--- src/ias_pkg.sv ---
package ias_pkg;

  //////////////////////////////////////////////////////////////////////////////
  // Register port and register map.
  localparam int          ADDR_W     = 4;
  localparam int          DATA_W     = 16;
  localparam logic [3:0]  REG_LATCH  = 4'h0;
  localparam logic [3:0]  REG_ENABLE = 4'h1;
  localparam logic [3:0]  REG_SELECT = 4'h2;
  localparam logic [3:0]  REG_STATUS = 4'h3;
  localparam logic [3:0]  REG_STACK  = 4'h4;

  // Selector fields: bit 6 picks the shared-level source, bit 5 is reserved.
  localparam int          SEL_SHARED_BIT = 6;
  localparam int          SEL_RSVD_BIT   = 5;
  localparam logic [7:0]  SEL_RESET      = 8'h00;
  localparam logic [7:0]  SEL_WMASK      = 8'h40;

  // Enable register and stacked status byte.
  localparam int          ENA_MASTER_BIT = 0;
  localparam int          PSW_ME_BIT     = 0;
  localparam logic [15:0] SP_RESET       = 16'h023F;

  // Status register fields.
  localparam int          STS_BUSY_BIT   = 0;
  localparam int          STS_NMI_BIT    = 1;
  localparam int          STS_LVL_LO     = 4;

  //////////////////////////////////////////////////////////////////////////////
  // Priority levels; a smaller number wins.
  localparam int          LVL_W       = 4;
  localparam logic [3:0]  LVL_SOFT    = 4'h2;
  localparam logic [3:0]  LVL_MASK_LO = 4'h4;
  localparam logic [3:0]  LVL_SHARED  = 4'hC;

  // Acceptance sequence: machine cycles of four clocks each.
  localparam int          MC_CLKS      = 4;
  localparam int          SEQ_MCYC     = 8;
  localparam int          SEQ_CLKS     = MC_CLKS * SEQ_MCYC;
  localparam logic [4:0]  CNT_PUSH_PSW = 5'(MC_CLKS * 1);
  localparam logic [4:0]  CNT_PUSH_PCH = 5'(MC_CLKS * 2);
  localparam logic [4:0]  CNT_PUSH_PCL = 5'(MC_CLKS * 3);
  localparam logic [4:0]  CNT_VEC_RD   = 5'(MC_CLKS * 4);
  // The vector word arrives the cycle after the registered read strobe.
  localparam logic [4:0]  CNT_VEC_CAP  = 5'(MC_CLKS * 4 + 2);
  localparam logic [4:0]  CNT_LAST     = 5'(SEQ_CLKS - 1);
  localparam int          LAT_MAX_CLKS = 38;

  //////////////////////////////////////////////////////////////////////////////
  // Memory areas and codes.
  localparam logic [7:0]  OPC_SOFT_TRAP = 8'hFF;
  localparam logic [15:0] VEC_TOP       = 16'hFFFE;
  localparam logic [15:0] SFR_LO        = 16'h0000;
  localparam logic [15:0] SFR_HI        = 16'h003F;
  localparam logic [15:0] RAM_LO        = 16'h0040;
  localparam logic [15:0] RAM_HI        = 16'h023F;
  localparam logic [15:0] DBR_LO        = 16'h0F80;
  localparam logic [15:0] DBR_HI        = 16'h0FFF;
  localparam logic [15:0] ROM_LO        = 16'hC000;

endpackage : ias_pkg

--- src/ias_req_latch.sv ---
module ias_req_latch (
  input  wire logic        ref_clk_i,             // System clock.
  input  wire logic        rstn_i,                // Sync reset, active low.
  input  wire logic [15:4] src_req_i,             // Per-level requests.
  input  wire logic        timer4_irq_i,          // Shared level source A.
  input  wire logic        ext_pin_irq_three_i,   // Shared level source B.
  input  wire logic        sel_ext_i,             // 1 selects source B.
  input  wire logic [15:4] accept_clr_i,          // Clear on acceptance.
  input  wire logic        sw_wr_i,               // Software latch write.
  input  wire logic [15:4] sw_keep_i,             // Zero bits are cleared.
  output logic      [15:4] request_latch_o        // Latched requests.
);

  typedef struct packed {
    logic [15:4] lat;
  } ias_latch_state_t;

  ias_latch_state_t r_reg;
  ias_latch_state_t r_next;
  logic [15:4]      set_v;

  always_comb begin
    set_v = src_req_i;
    // The unselected shared source is dropped here, never held.
    set_v[ias_pkg::LVL_SHARED] = sel_ext_i ? ext_pin_irq_three_i
                                           : timer4_irq_i;
    r_next = r_reg;
    if (sw_wr_i) begin
      r_next.lat = r_next.lat & sw_keep_i;
    end
    r_next.lat = r_next.lat & ~accept_clr_i;
    // A new request in the clearing cycle survives the clear.
    r_next.lat = r_next.lat | set_v;
  end

  always_ff @(posedge ref_clk_i) begin
    if (!rstn_i) begin
      r_reg <= '0;
    end else begin
      r_reg <= r_next;
    end
  end

  assign request_latch_o = r_reg.lat;
endmodule : ias_req_latch

--- src/ias_prio_pick.sv ---
module ias_prio_pick (
  input  wire logic [15:4] pend_i,     // Enabled pending requests.
  output logic             valid_o,    // Some request pending.
  output logic [3:0]       level_o     // Winning level number.
);

  function automatic logic [3:0] pick_level(input logic [15:4] v);
    logic [3:0] lv;
    lv = 4'h0;
    for (int i = 15; i >= 4; i--) begin
      if (v[i]) begin
        lv = 4'(i);
      end
    end
    return lv;
  endfunction : pick_level

  assign valid_o = |pend_i;
  assign level_o = pick_level(pend_i);

endmodule : ias_prio_pick

--- src/ias_accept_seq.sv ---
// Functional notes
// - A shared-level source latches only while the selector picks it.
// - Requests of an unselected shared source are dropped, not held.
// - Timer 4 and external pin three share level 12 via the selector.
// - A set request latch holds until accepted, reset or cleared.
// - Acceptance lasts eight machine cycles after the current instruction.
// - Acceptance first clears the master enable flag.
// - Acceptance clears the accepted source's request latch.
// - Push status with enable, PC high, PC low; stack pointer minus three.
// - After stacking, the vector entry loads the program counter.
// - Latch set to acceptance start takes at most 38 clock periods.
// - No maskable acceptance while the master enable flag is zero.
// - Only program counter and status word are saved automatically.
// - Maskable and non-maskable services end with their own return.
// - Stacked PC low sits at SP plus one, high at SP plus two.
// - Requests are sampled in each instruction's last cycle.
// - The software trap opcode starts highest-priority acceptance at once.
// - Fetch from non-existent memory returns the software trap opcode.
// - Fetch from RAM, data buffer or special registers resets.
// - An undefined opcode raises a trap vectored like the software trap.
// - The undefined-opcode trap aborts even non-maskable service at once.
// - Either return reloads the master enable from the stacked status.
// - Maskable acceptance needs both source enable and master enable.
module ias_accept_seq #(
  parameter logic [15:0] RAM_HI = ias_pkg::RAM_HI,  // Last RAM address.
  parameter logic [15:0] ROM_LO = ias_pkg::ROM_LO   // First program address.
) (
  input  wire logic        ref_clk_i,            // System clock.
  input  wire logic        rstn_i,               // Sync reset, active low.
  input  wire logic [3:0]  reg_addr_i,           // Register address.
  input  wire logic [15:0] reg_wdata_i,          // Register write data.
  input  wire logic        reg_wr_i,             // Write strobe.
  input  wire logic        reg_rd_i,             // Read strobe.
  output logic      [15:0] reg_rdata_o,          // Read data, next cycle.
  input  wire logic [15:4] src_req_i,            // Peripheral requests.
  input  wire logic        timer4_irq_i,         // Timer 4 request.
  input  wire logic        ext_pin_irq_three_i,  // External pin 3 request.
  input  wire logic        instr_last_i,         // Last instruction cycle.
  input  wire logic        soft_trap_irq_i,      // Trap opcode executed.
  input  wire logic        bad_opcode_irq_i,     // Undefined opcode run.
  input  wire logic        ret_maskable_i,       // Maskable return ends.
  input  wire logic        ret_nonmaskable_i,    // Non-maskable return ends.
  input  wire logic [7:0]  ret_psw_i,            // Popped status byte.
  input  wire logic [7:0]  psw_i,                // Current status word.
  input  wire logic [15:0] pc_i,                 // Return address.
  input  wire logic        fetch_i,              // Opcode fetch strobe.
  input  wire logic [15:0] fetch_addr_i,         // Opcode fetch address.
  output logic             fetch_ovr_o,          // Replace fetched code.
  output logic      [7:0]  fetch_data_o,         // Replacement code.
  output logic             trap_reset_o,         // Address trap reset.
  output logic             mem_we_o,             // Stack write strobe.
  output logic             mem_re_o,             // Vector read strobe.
  output logic      [15:0] mem_addr_o,           // Memory address.
  output logic      [7:0]  mem_wdata_o,          // Stack write byte.
  input  wire logic [15:0] vec_data_i,           // Vector word, next cycle.
  output logic             pc_load_o,            // Load program counter.
  output logic      [15:0] pc_value_o,           // Service entry address.
  output logic             busy_o,               // Acceptance in progress.
  output logic             master_irq_enable_o,  // Master enable flag.
  output logic      [15:0] sp_o                  // Stack pointer.
);

  typedef enum logic [0:0] {
    ST_IDLE,
    ST_SEQ
  } ias_state_t;

  typedef struct packed {
    ias_state_t  st;
    logic [4:0]  cnt;
    logic [3:0]  lvl;
    logic        me;
    logic [15:4] ef;
    logic [7:0]  sel;
    logic [15:0] sp;
    logic        nmi_act;
    logic [7:0]  psw_snap;
    logic [15:0] pc_snap;
    logic [15:4] clr_mask;
    logic        mem_we;
    logic        mem_re;
    logic [15:0] mem_addr;
    logic [7:0]  mem_wdata;
    logic        pc_load;
    logic [15:0] pc_val;
    logic [15:0] rdata;
    logic        trap_rst;
    logic        fetch_ovr;
  } ias_core_state_t;

  function automatic logic in_area(input logic [15:0] a,
                                   input logic [15:0] lo,
                                   input logic [15:0] hi);
    return (a >= lo) && (a <= hi);
  endfunction : in_area

  function automatic logic is_maskable(input logic [3:0] lv);
    return lv >= ias_pkg::LVL_MASK_LO;
  endfunction : is_maskable

  ias_core_state_t r_reg;
  ias_core_state_t r_next;
  logic [15:4]     latch_v;
  logic [15:4]     pend_v;
  logic            pick_v;
  logic [3:0]      pick_lvl;
  logic            me_eff;
  logic            ret_any;
  logic            idle;
  logic            start_trap;
  logic            start_mask;
  logic            start;

  //////////////////////////////////////////////////////////////////////////////
  // Request latches and priority selection.
  ias_req_latch u_latch (
    .ref_clk_i           (ref_clk_i),
    .rstn_i              (rstn_i),
    .src_req_i           (src_req_i),
    .timer4_irq_i        (timer4_irq_i),
    .ext_pin_irq_three_i (ext_pin_irq_three_i),
    .sel_ext_i           (r_reg.sel[ias_pkg::SEL_SHARED_BIT]),
    .accept_clr_i        (r_reg.clr_mask),
    .sw_wr_i             (reg_wr_i && reg_addr_i == ias_pkg::REG_LATCH),
    .sw_keep_i           (reg_wdata_i[15:4]),
    .request_latch_o     (latch_v)
  );

  ias_prio_pick u_pick (
    .pend_i  (pend_v),
    .valid_o (pick_v),
    .level_o (pick_lvl)
  );

  //////////////////////////////////////////////////////////////////////////////
  // Acceptance decision.
  assign ret_any = ret_maskable_i || ret_nonmaskable_i;
  // A return's last cycle is also a sampling point, so the restored flag
  // must already gate that sample or a queued request would wait a whole
  // instruction longer.
  assign me_eff  = ret_any ? ret_psw_i[ias_pkg::PSW_ME_BIT] : r_reg.me;
  assign pend_v  = latch_v & r_reg.ef & {12{me_eff}};
  assign idle    = r_reg.st == ST_IDLE;
  assign start_trap = bad_opcode_irq_i
                   || (idle && soft_trap_irq_i);
  assign start_mask = idle && instr_last_i && pick_v;
  assign start      = start_trap || start_mask;

  always_comb begin
    r_next           = r_reg;
    r_next.mem_we    = 1'b0;
    r_next.mem_re    = 1'b0;
    r_next.pc_load   = 1'b0;
    r_next.rdata     = '0;
    r_next.clr_mask  = '0;
    r_next.trap_rst  = 1'b0;
    r_next.fetch_ovr = 1'b0;

    // Register port.
    if (reg_wr_i) begin
      case (reg_addr_i)
        ias_pkg::REG_ENABLE: begin
          r_next.me = reg_wdata_i[ias_pkg::ENA_MASTER_BIT];
          r_next.ef = reg_wdata_i[15:4];
        end
        ias_pkg::REG_SELECT: begin
          // Only the source pick is stored; bit 5 always reads zero.
          r_next.sel = reg_wdata_i[7:0] & ias_pkg::SEL_WMASK;
        end
        ias_pkg::REG_STACK: r_next.sp = reg_wdata_i;
        default: ;
      endcase
    end
    if (reg_rd_i) begin
      case (reg_addr_i)
        ias_pkg::REG_LATCH:  r_next.rdata = {latch_v, 4'h0};
        ias_pkg::REG_ENABLE: r_next.rdata = {r_reg.ef, 3'h0, r_reg.me};
        ias_pkg::REG_SELECT: r_next.rdata = {8'h00, r_reg.sel};
        ias_pkg::REG_STATUS: begin
          r_next.rdata = {8'h00, r_reg.lvl, 2'h0, r_reg.nmi_act,
                          r_reg.st == ST_SEQ};
        end
        ias_pkg::REG_STACK:  r_next.rdata = r_reg.sp;
        default: r_next.rdata = '0;
      endcase
    end

    // Opcode fetch checks.
    if (fetch_i) begin
      if (in_area(fetch_addr_i, ias_pkg::SFR_LO, ias_pkg::SFR_HI)
          || in_area(fetch_addr_i, ias_pkg::RAM_LO, RAM_HI)
          || in_area(fetch_addr_i, ias_pkg::DBR_LO, ias_pkg::DBR_HI)) begin
        r_next.trap_rst = 1'b1;
      end else if (fetch_addr_i < ROM_LO) begin
        r_next.fetch_ovr = 1'b1;
      end
    end

    // Returns restore the flag and release the three stacked bytes.
    if (ret_any) begin
      r_next.me = ret_psw_i[ias_pkg::PSW_ME_BIT];
      r_next.sp = r_next.sp + 16'h0003;
      if (ret_nonmaskable_i) begin
        r_next.nmi_act = 1'b0;
      end
    end

    // Acceptance sequence.
    case (r_reg.st)
      ST_IDLE: begin
        if (start) begin
          r_next.st       = ST_SEQ;
          r_next.cnt      = '0;
          r_next.lvl      = start_trap ? ias_pkg::LVL_SOFT : pick_lvl;
          r_next.psw_snap = {psw_i[7:1], me_eff};
          r_next.pc_snap  = pc_i;
          r_next.me       = 1'b0;
          if (start_trap) begin
            r_next.nmi_act = 1'b1;
          end else begin
            r_next.clr_mask[pick_lvl] = 1'b1;
          end
        end
      end
      ST_SEQ: begin
        r_next.cnt = r_reg.cnt + 5'h01;
        case (r_reg.cnt)
          ias_pkg::CNT_PUSH_PSW: begin
            r_next.mem_we    = 1'b1;
            r_next.mem_addr  = r_reg.sp;
            r_next.mem_wdata = r_reg.psw_snap;
          end
          ias_pkg::CNT_PUSH_PCH: begin
            r_next.mem_we    = 1'b1;
            r_next.mem_addr  = r_reg.sp - 16'h0001;
            r_next.mem_wdata = r_reg.pc_snap[15:8];
          end
          ias_pkg::CNT_PUSH_PCL: begin
            r_next.mem_we    = 1'b1;
            r_next.mem_addr  = r_reg.sp - 16'h0002;
            r_next.mem_wdata = r_reg.pc_snap[7:0];
            r_next.sp        = r_next.sp - 16'h0003;
          end
          ias_pkg::CNT_VEC_RD: begin
            r_next.mem_re   = 1'b1;
            r_next.mem_addr = ias_pkg::VEC_TOP - 16'({r_reg.lvl, 1'b0});
          end
          ias_pkg::CNT_VEC_CAP: r_next.pc_val = vec_data_i;
          ias_pkg::CNT_LAST: begin
            r_next.pc_load = 1'b1;
            r_next.st      = ST_IDLE;
          end
          default: ;
        endcase
        // An undefined opcode breaks off whatever is under way.
        if (bad_opcode_irq_i) begin
          r_next.st       = ST_SEQ;
          r_next.cnt      = '0;
          r_next.lvl      = ias_pkg::LVL_SOFT;
          r_next.psw_snap = {psw_i[7:1], r_reg.me};
          r_next.pc_snap  = pc_i;
          r_next.nmi_act  = 1'b1;
          r_next.me       = 1'b0;
        end
      end
      default: r_next.st = ST_IDLE;
    endcase
  end

  always_ff @(posedge ref_clk_i) begin
    if (!rstn_i) begin
      r_reg     <= '0;
      r_reg.st  <= ST_IDLE;
      r_reg.sel <= ias_pkg::SEL_RESET;
      r_reg.sp  <= ias_pkg::SP_RESET;
    end else begin
      r_reg <= r_next;
    end
  end

  //////////////////////////////////////////////////////////////////////////////
  // Outputs.
  assign reg_rdata_o         = r_reg.rdata;
  assign fetch_ovr_o         = r_reg.fetch_ovr;
  assign fetch_data_o        = r_reg.fetch_ovr ? ias_pkg::OPC_SOFT_TRAP
                                               : 8'h00;
  assign trap_reset_o        = r_reg.trap_rst;
  assign mem_we_o            = r_reg.mem_we;
  assign mem_re_o            = r_reg.mem_re;
  assign mem_addr_o          = r_reg.mem_addr;
  assign mem_wdata_o         = r_reg.mem_wdata;
  assign pc_load_o           = r_reg.pc_load;
  assign pc_value_o          = r_reg.pc_val;
  assign busy_o              = r_reg.st == ST_SEQ;
  assign master_irq_enable_o = r_reg.me;
  assign sp_o                = r_reg.sp;
endmodule : ias_accept_seq

--- config.mk ---
export PLATFORM = sky130hd
export DESIGN_NAME = ias_accept_seq
export DESIGN_NICKNAME = d
export VERILOG_FILES = /design/src/ias_pkg.sv /design/src/ias_req_latch.sv /design/src/ias_prio_pick.sv /design/src/ias_accept_seq.sv
export SDC_FILE = /design/constraint.sdc
export NUM_CORES = 1
export LEC_CHECK = 0
export BUFFER_PORTS_ARGS = -buffer_cell sky130_fd_sc_hd__buf_2
export CAP_MARGIN = 20
export CORE_ASPECT_RATIO = 0.9
export CORE_MARGIN = 2
export CORE_UTILIZATION = 45
export DETAILED_ROUTE_END_ITERATION = 12
export GPL_TIMING_DRIVEN = 0
export PLACE_DENSITY = 0.75
export SYNTH_ARGS = -nofsm -noshare
export SYNTH_HDL_FRONTEND = slang
export SYNTH_HIERARCHICAL = 1
export SYNTH_SLANG_ARGS = --single-unit
--- constraint.sdc ---
create_clock -name ref_clk_i -period 9.4 [get_ports ref_clk_i]
set_clock_uncertainty 0.15 [all_clocks]
set_input_delay 2.35 -clock ref_clk_i [delete_from_list [all_inputs] [get_ports ref_clk_i]]
set_output_delay 2.35 -clock ref_clk_i [all_outputs]
set_load 0.02 [all_outputs]
* Word-level counts from Yosys, hierarchy flattened
Cells that the tools add are included.
Storage, ports and cells: register bits 150, input bits 108, logic and storage cells 132, output and inout port bits 87
Operators by class: bitwise logic cells 10, order comparisons 9, reductions and logical operators 29, muxes and demuxes 45, $add $sub $neg 6, equal/unequal tests 12
Operator list (number):
- $pmux 16 s5 | 1
- $mux 37 | 2
- $pmux 16 s4 | 1
- $mux 4 | 13
- $pmux 25 s2 | 1
- $and 12x12->12 | 4
- $mux 16 | 3
- $sub 16x2->16 const B | 2
- $mux 25 | 1
- $mux 12 | 2
- $pmux 8 s3 | 1
- $mux 11 | 2
- $pmux 11 s2 | 1
- $reduce_and 2->1 | 9
- $mux 17 | 1
- $add 16x2->16 const B | 1
- $ge 16x1->1 const B | 1
- $ge 16x12->1 const B | 1
- $ge 16x7->1 const B | 1
- $le 16x10->1 const B | 1
- $le 16x12->1 const B | 1
- $le 16x6->1 const B | 1
- $lt 16x16->1 const B | 1
- $sub 16x1->16 const B | 1
- 28 further kinds | 58

* Longest topological paths before layout
Gate-level depths: netlist (run 1).
word-level depth 22, depth in mapped cells 15

* Cells and area by module
The synthesis (run 1) kept the hierarchy.
By module, submodules not included:
- ias_accept_seq | instances 1, area an instance 7523.5 um^2, cells each 957
- ias_req_latch | instances 1, area an instance 646.9 um^2, cells each 51
- ias_prio_pick | instances 1, area an instance 128.9 um^2, cells each 22

* Worst setup path after synthesis (run 1)
OpenSTA, ideal clock, no wires.
path type in2reg, start input ret_nonmaskable_i, end register r_reg[89] (netlist bit), stages on the path 14, required time 9159 ps, path slack 3953 ps, arrival 5206 ps, cell sequence clkbuf_1 > nor2_1 > mux2_2 > clkbuf_1 > and3_1 > nor4_2 > and3_1 > nand2_1 > a21oi_1 > nor2_1 > or2_2 > clkbuf_1 > buf_1 > a311oi_1
On the way: word-level cells in the longest chain between the ends 8
RTL lines:
- from (decl) | RTL line ias_accept_seq.sv:42 | input wire logic ret_nonmaskable_i,
- $logic_or 1x1->1 | RTL line ias_accept_seq.sv:137 | assign ret_any = ret_maskable_i || ret_nonmaskable_i;
- $mux 1 | RTL line ias_accept_seq.sv:141 | assign me_eff = ret_any ? ret_psw_i[ias_pkg::PSW_ME_BIT] : r_reg.me;
- $and 12x12->12 | RTL line ias_accept_seq.sv:142 | assign pend_v = latch_v & r_reg.ef & {12{me_eff}};
- named net pend_v, one bit | RTL line ias_accept_seq.sv:104 | logic [15:4] pend_v;
- $reduce_or 12->1 | RTL line ias_prio_pick.sv:18 | assign valid_o = |pend_i;
- named net pick_v | RTL line ias_accept_seq.sv:105 | logic pick_v;
- $logic_and 1x1->1 | RTL line ias_accept_seq.sv:146 | assign start_mask = idle && instr_last_i && pick_v;
- $logic_or 1x1->1 | RTL line ias_accept_seq.sv:147 | assign start = start_trap || start_mask;
- $ne 2x1->1 (no line)
- $reduce_and 2->1 (no line)
- to (signal assigned) | RTL line ias_accept_seq.sv:277 | r_reg <= r_next;
- to (decl) | RTL line ias_accept_seq.sv:101 | ias_core_state_t r_reg;
The timed path passes the listed nets, and every way through them passes these cells. The select of a mux whose other input is x is not followed. A chain may end at the register's enable or synchronous reset.

* Final worst setup path (run 1)
Same ends and word-level chain as after synthesis.

==> flow_summary.rst, run 1 <==
.. list-table::
   :header-rows: 1

   * - Metric
     - Value
   * - Outcome
     - finished, final reports clean
   * - CTS buffer count
     - 17
   * - Core Box Area
     - 0.0182 sq mm
   * - EDFF count, synth
     - 0
   * - Ys async rst share
     - 0%
   * - Top layer used by detailed routing
     - met4
   * - Post-CTS setup buffer count
     - 0
   * - Number of max-capacitance violations reported
     - 0
   * - Buffers added on ports
     - around 170
   * - Die area
     - 0.0195 sq mm
   * - Average wire length per cell after detail routing
     - 17.9 um
   * - CP max FO
     - 10
   * - Maximum number of pins on one net before global-route repair
     - 17
   * - Clock-pin slew reported for the worst setup and hold paths after clock tree synthesis
     - 0.07 ns
   * - Syn_nets
     - ~1.1k
   * - Synth cell types
     - 81
   * - Most area-consuming cells after synthesis
     - dfxtp_1 36%, buf_4 7.2%, nand2_1 7.0%, a21oi_1 5.5%, nor2_1 4.4%
   * - Final routed DRC violation total
     - 0
   * - Syn Std Cell Area
     - 0.00830 sq mm
   * - Met1 Routed Length
     - roughly 11 mm
   * - Mapped Cells
     - about 1k
   * - Die Span X
     - 147 um
   * - Slew @ Worst Pin
     - 0.926 ns
   * - Arrival @ worst endpoint
     - 6.23 ns
   * - Top cell type by total area after synthesis
     - dfxtp_1
   * - Count of state elements after synthesis
     - 150
   * - Final count of pins violating max slew
     - 0
   * - Worst slew slack as a fraction of its limit
     - 37.8%
   * - Share of the cycle needed by the critical path after routing
     - 64.3%
   * - Level count of the clock H-tree
     - 4
   * - Number of search-and-repair iterations in the first detailed-routing pass
     - 6
   * - Final-report setup violation count
     - 0
   * - First-pass GRT wire length
     - 41.0 mm
   * - Fraction of layout cells with a size suffix above 1
     - 27.1%
   * - Crit Path Class
     - input port to flop
   * - Leakage component of the power
     - 4.29 nW
   * - Number of cells in the finished layout apart from fillers
     - around 1.5k
   * - Effective utilization at floorplan
     - 45.5%
   * - Metal2 WL
     - ~12 mm
   * - Total negative slack
     - 0 ns
   * - Total of cells resized after clock tree synthesis
     - 0
   * - Overflow after GRT
     - 0
   * - DR vias
     - 8270
   * - Placed wire-length estimate
     - 19.9 mm
   * - Critical Path Source Type
     - input port
   * - Buffer type at the clock tree root
     - clkbuf_16
   * - P per Cell Area
     - between 150 and 200 mW/mm^2
   * - Routability Congestion
     - 0.974
   * - Final layout net count
     - 1337
   * - Mean area per synthesized cell
     - between 8 and 9 sq um
   * - Antenna violations before repair
     - 1
   * - Placed cell count
     - 1447
   * - Via density
     - 5.59
   * - Buffers from clock root to sink, at most
     - 2
   * - Number of clock sinks
     - 150
   * - Number of placement rows
     - 47
   * - Share of the synthesized area in the top cell type
     - 36.2%
   * - Max reg flops
     - 59
   * - Required time of the critical path
     - 9.58 ns
   * - Setup crit end kind
     - flop
   * - Class of the tightest hold or removal check
     - flop to flop
   * - Number of global-route vias before repair
     - 7620
   * - Antenna-violating nets left
     - 0
   * - Setup repair after global routing missed its margin
     - no
   * - Number of synthesis warnings
     - 6
   * - Insertion delay to the later sink of the worst-skew pair
     - 0.44 ns
   * - Wire length on met3
     - 2.71 mm
   * - Share of the yosys chip area belonging to registers
     - 36.2%
   * - Top-level I/O count
     - around 200
   * - Global Route Usage Sum
     - about a quarter
   * - Height of the die
     - 133 um
   * - Final Instance Area
     - 0.0100 sq mm
   * - Primary FF master, synth
     - dfxtp_1
   * - DP Area
     - 0.00947 sq mm
   * - Hold Vio Cnt, Final
     - 0
   * - P&R area growth vs syn
     - 21.0%
   * - CTS tree
     - built
   * - Hold-fix buffers at CTS
     - 0
   * - DRC marker count from the first detailed-route iteration
     - 762
   * - Worst IR drop on VDD
     - approximately 120 uV
   * - Total detailed-routing wirelength
     - approximately 26 mm
   * - Max Freq
     - 165 MHz
   * - Period minus WS final
     - 6.05 ns
-- power breakdown --
group	switching, mW	internal, mW
clock	0.315	0.350
combinational	0.148	0.0878
sequential	0.0204	0.656
total	0.483	1.09
-- area by class of cell --
| class | instances | area (sq um) |
|---|---|---|
| fill | 1748 | 8190 |
| multi-input combinational | 712 | 4340 |
| sequential | 150 | 3000 |
| buffer | 143 | 863 |
| timing repair buffer | 172 | 861 |
| clock buffer | 18 | 429 |
| tap | 245 | 307 |
| clock inverter | 14 | 141 |
| inverter | 25 | 93.8 |
| antenna | 1 | 2.50 |
-- final timing paths --
kind | slack (ns) | start | depth (start not counted) | end
setup reg to reg | 5.94 | master_irq_enable_o | 12 | r_reg[89]
hold / removal | 0.30 | r_reg[83] | 2 | r_reg[83]
setup / recovery | 3.35 | ret_nonmaskable_i | 14 | r_reg[89]
hold reg to reg | 0.30 | r_reg[83] | 2 | r_reg[83]
-- metal layers --
layer  GRT usage [%]  vias to the layer above
met1            36.7                     3841
met3            7.69                       58
met5               0                        -
met4            8.97                        0
li1                -                     3932
met2            40.2                      439
-- through the flow --
step           setup WS [ns]  hold slack [ns]  utilization (%)  power [mW]
2_1_floorplan           3.95            0.281                -       0.836
3_3_place_gp            3.17            0.289             51.9       0.918
3_5_place_dp            3.08            0.294             51.9       0.920
4_1_cts                 3.52            0.303             55.1        1.57
5_1_grt                 3.15            0.318             55.1        1.63
6_report                3.35            0.304             55.1        1.58
-- critical path: stages --
cell and delay (ns):
clkbuf_1 0.26, nor2_1 0.63, mux2_2 0.45, clkbuf_1 0.23, and3_1 0.29, nor4_2 0.32, and3_1 0.22, nand2_1 0.09
a21oi_1 0.17, nor2_1 0.06, or2_2 0.27, clkbuf_1 0.24, buf_1 0.32, a311oi_1 0.31
-- synthesized netlist by cell type (4+ instances only) --
cell,instances
or4_1,5
o21ai_0,45
nand2_1,155
nor2b_4,10
o22ai_1,4
clkbuf_1,50
nor3_1,19
o221ai_1,11
nor4_1,6
buf_4,80
a221oi_1,7
xor2_1,14
a211oi_1,7
a222oi_1,14
nor2_1,98
o31ai_1,4
dfxtp_1,150
o21a_1,12
nor3b_2,10
or2_2,4
inv_1,24
nand3b_1,4
nand4_1,13
nand3_1,20
and2_1,4
a21oi_1,92
nand2b_1,4
mux2i_1,24
buf_1,7
ha_1,8
xnor2_1,18
a31oi_1,6
and3_1,23
nor2b_1,6
-- logic make-up (layout without fill, tap and decap cells) --
family / Yosys count / in the layout / share of synthesized area, %
simple gates: 405 / 405 / 25.1
compound gates: 239 / 239 / 19.1
buf+inv: 168 / 372 / 11.5
flops: 150 / 150 / 36.2
xor+xnor: 32 / 32 / 3.38
mux: 28 / 28 / 3.44
fa+ha+maj: 8 / 8 / 1.21
other cells: 0 / 1 / 0
-- cell usage in the layout (no fill, tap or decap), types with 19 or more instances in the layout --
cell type,n
buf_4,80
mux2i_1,24
nand3_1,20
nand2_1,155
nor2_1,98
dfxtp_1,150
and3_1,23
clkbuf_1,51
a21oi_1,92
inv_1,24
o21ai_0,45
buf_2,174
nor3_1,19
Power figures use the tool's default switching activity.
==> run 2: changes to the inputs <==
Settings changed: ABC_AREA set to 1.
Clock period 9.4 ns to 6.2 ns, I/O delays scaled along.
==> flow_summary.rst, run 2 <==
.. list-table::
   :header-rows: 1

   * - Metric
     - Value
   * - Buffer type at the clock tree root
     - clkbuf_16
   * - Total of cells resized after clock tree synthesis
     - 0 (unchanged)
   * - Average wire length per cell after detail routing
     - 15.7 um (-12%)
   * - Crit Path Class
     - input port to flop
   * - Commonest cells in the netlist
     - 189 x inv_1, 188 x nand2_1, 150 x dfxtp_1
   * - Global Route Usage Sum
     - 26.3% (-0.33 points)
   * - Share of the yosys chip area belonging to registers
     - 36.0% (-0.19 points)
   * - Number of search-and-repair iterations in the first detailed-routing pass
     - 6 (unchanged)
   * - Routability Congestion
     - 1.04 (+6.3%)
   * - Primary FF master, synth
     - dfxtp_1
   * - P per Cell Area
     - 243 mW/mm^2 (+54%)
   * - Clock-pin slew reported for the worst setup and hold paths after clock tree synthesis
     - 0.06 ns (about the same)
   * - Final count of pins violating max slew
     - 0 (unchanged)
   * - Leakage component of the power
     - 4.96 nW (+16%)
   * - Setup slack after layout
     - 0.799 ns (-2.55 ns)
   * - Level count of the clock H-tree
     - 4 (unchanged)
   * - Final routed DRC violation total
     - 0 (unchanged)
   * - Required time of the critical path
     - 6.37 ns (-3.21 ns)
   * - DRC marker count from the first detailed-route iteration
     - 720 (-5.5%)
   * - First-pass GRT wire length
     - 40.7 mm (-0.78%)
   * - Setup repair after global routing missed its margin
     - no
   * - Top cell type by total area after synthesis
     - dfxtp_1
   * - Mapped Cells
     - 1217 (+18%)
   * - Share of power burned in the clock network
     - 43.6% (+1.4 points)
   * - Proportion of total power due to net switching
     - 28.1% (-2.5 points)
   * - CTS buffer count
     - 17 (unchanged)
   * - Hold Vio Cnt, Final
     - 0 (unchanged)
   * - Slew @ Worst Pin
     - 0.794 ns (-0.132 ns)
   * - Area taken by multi-input logic gates
     - 0.00379 sq mm (-13%)
   * - Max Freq
     - 185 MHz
   * - EDFF count, synth
     - 0 (unchanged)
   * - Syn Std Cell Area
     - 0.00834 sq mm (+0.53%)
   * - Antenna-violating nets left
     - 0 (unchanged)
   * - Fraction of layout cells with a size suffix above 1
     - 25.8% (-1.3 points)
   * - Critical Path Source Type
     - input port
   * - Startpoint of the worst-slack reg-to-reg timing path
     - master_irq_enable_o
   * - Die Span X
     - 148 um (+0.25%)
   * - Share of the synthesized area in the top cell type
     - 36.0% (-0.19 points)
   * - DR vias
     - 8673 (+4.9%)
   * - Total negative slack
     - 0 ns (unchanged)
   * - Worst Hold Launch
     - pc_value_o[12]
   * - Most area-consuming cells after synthesis
     - dfxtp_1 36%, inv_1 8.5%, nand2_1 8.5%, buf_4 7.3%, nor2_1 6.6%
   * - Hold-fix buffers at CTS
     - 0 (unchanged)
   * - Synth cell types
     - 50 (-38%)
   * - Count of state elements after synthesis
     - 150 (unchanged)
   * - Highest-count cells in the layout ignoring fill and taps
     - 189 x inv_1, 188 x nand2_1, 185 x buf_2
   * - Die area
     - 0.0196 sq mm (+0.51%)
   * - Max reg flops
     - 59 (unchanged)
   * - Ys async rst share
     - 0% (unchanged)
   * - Power share of the combinational group
     - 14.6% (-0.4 points)
   * - Post-CTS setup buffer count
     - 0 (unchanged)
   * - Buffers from clock root to sink, at most
     - 2 (unchanged)
   * - Arrival @ worst endpoint
     - 5.57 ns (-0.66 ns)
   * - Number of max-capacitance violations reported
     - 0 (unchanged)
   * - Number of global-route vias before repair
     - 8064 (+5.8%)
   * - Maximum number of pins on one net before global-route repair
     - 17 (unchanged)
   * - Reg area
     - 0.00300 sq mm (unchanged)
   * - Antenna violations before repair
     - 0 (-1)
   * - Number of clock sinks
     - 150 (unchanged)
   * - Mean area per synthesized cell
     - 6.86 sq um (-15%)
   * - Power share of the sequential group
     - 41.9% (-1.0 points)
   * - Most common cell after layout, fill and taps aside
     - inv_1
   * - Total of fill cells in the finished design
     - 1766 (+1.0%)
   * - Syn_nets
     - 1333 (+16%)
   * - Switching power of the nets
     - 0.693 mW (+43%)
   * - Launch point of the critical path
     - ret_nonmaskable_i
   * - Share of the cycle needed by the critical path after routing
     - 87.1%
   * - Total detailed-routing wirelength
     - 26.2 mm (-0.75%)
   * - Height of the die
     - 133 um (+0.26%)
   * - Library cell with the highest instance count after synthesis
     - inv_1
   * - Final layout net count
     - 1531 (+15%)
   * - Overflow after GRT
     - 0 (unchanged)
   * - CP max FO
     - 10 (unchanged)
   * - Core Box Area
     - 0.0183 sq mm (+0.32%)
   * - Total power
     - 2.46 mW (+56%)
   * - Period minus WS final
     - approximately 5.4 ns
   * - Placed wire-length estimate
     - 20.1 mm (+0.94%)
   * - Finished Core Util
     - 55.5% (+0.43 points)
   * - Setup crit end kind
     - flop
   * - Post-place setup slack
     - 0.537 ns (-2.55 ns)
   * - Top-level I/O count
     - 195 (unchanged)
   * - Effective utilization at floorplan
     - 45.6% (+0.093 points)
   * - Worst IR drop on VDD
     - 211 uV (+71%)
   * - CTS tree
     - built
   * - Buffers added on ports
     - 179 (+4.1%)
   * - Via density
     - 5.19 (-7.2%)
   * - Insertion delay to the later sink of the worst-skew pair
     - 0.43 ns (about the same)
   * - Number of synthesis warnings
     - 6 (unchanged)
   * - Outcome
     - finished, final reports clean
   * - Final-report setup violation count
     - 0 (unchanged)
   * - Worst slew slack as a fraction of its limit
     - 46.7% (+8.9 points)
   * - P&R area growth vs syn
     - 21.7%
   * - Class of the tightest hold or removal check
     - flop to flop
   * - Number of placement rows
     - 47 (unchanged)
   * - Count of inserted antenna diode cells
     - 0 (-1)
   * - Internal power consumption
     - 1.77 mW (+62%)
[run 2: cell types whose count changed after synthesis, sizes merged, moves of 24 or more]
cell and change:
nor2 +60, nand2 +51, nand3 +45, inv +173, o21ai +60, mux2i -24
[run 2: metal layers]
metal  GRT usage (%)  wire length [um]  share of wire, %  vias to the layer above
met4            11.1               903               3.4                        0
met5               0                 0                 0                        -
met1            34.0             11000                42                     3901
li1                -                 -                 -                     4248
met2            42.3             11700                45                      454
met3            6.20              2620                10                       70
[run 2: through the flow]
step	std cells	hold slack, ns	area [sq um]
finish	1672	0.294	10200
global route	1672	0.311	10200
CTS	1672	0.296	10200
detailed placement	1641	0.287	9550
global placement	1641	0.282	9550
floorplan	1217	0.274	8340
[run 2: power groups by stage]
stage	Combinational (mW)	Sequential [mW]	Clock (mW)
2_1_floorplan	0.238	1.04	0
3_3_place_gp	0.345	1.05	0
3_5_place_dp	0.352	1.05	0
4_1_cts	0.354	1.03	1.08
5_1_grt	0.394	1.03	1.12
6_report	0.359	1.03	1.07
[run 2: worst max-delay path: stages]
cell	delay, ns
buf_2	0.12
nor2_1	0.54
inv_1	0.19
buf_2	0.27
o21ai_0	0.48
clkbuf_1	0.43
nor3_1	0.16
nor4_2	0.36
inv_1	0.09
nor2_2	0.11
nand2_1	0.08
nand3_1	0.09
nand2_1	0.11
clkbuf_1	0.28
clkbuf_1	0.34
o21ai_0	0.27
nor2_1	0.07
[run 2: cells by family (layout without fill, tap and decap cells)]
family                     count (synthesis)  after routing  synth area share (%)
and+or+nand+nor                          493            493                  27.3
adders and majority gates                  8              8                  1.20
xor gates and xnor gates                   2              2                 0.210
DFF                                      150            150                  36.0
buffers and inverters                    323            533                  18.6
AOI/OAI and AO/OA                        241            241                  16.8
[run 2: cell type report]
type / instances / share of cell area [%]
Sequential cell: 150 / 29.6
Tap cell: 245 / 3.02
Inverter: 200 / 7.40
Clock inverter: 11 / 1.47
Buffer: 123 / 7.85
Multi-Input combinational cell: 744 / 37.4
Clock buffer: 20 / 4.50
Timing Repair Buffer: 179 / 8.83
[run 2: path summary, 6_finish.rpt]
check             cells past startpoint        endpoint  slack [ns]
setup / recovery                     17       r_reg[91]        0.80
hold / removal                        2  pc_value_o[12]        0.29
setup reg to reg                     13       r_reg[91]        2.67
hold reg to reg                       2  pc_value_o[12]        0.29
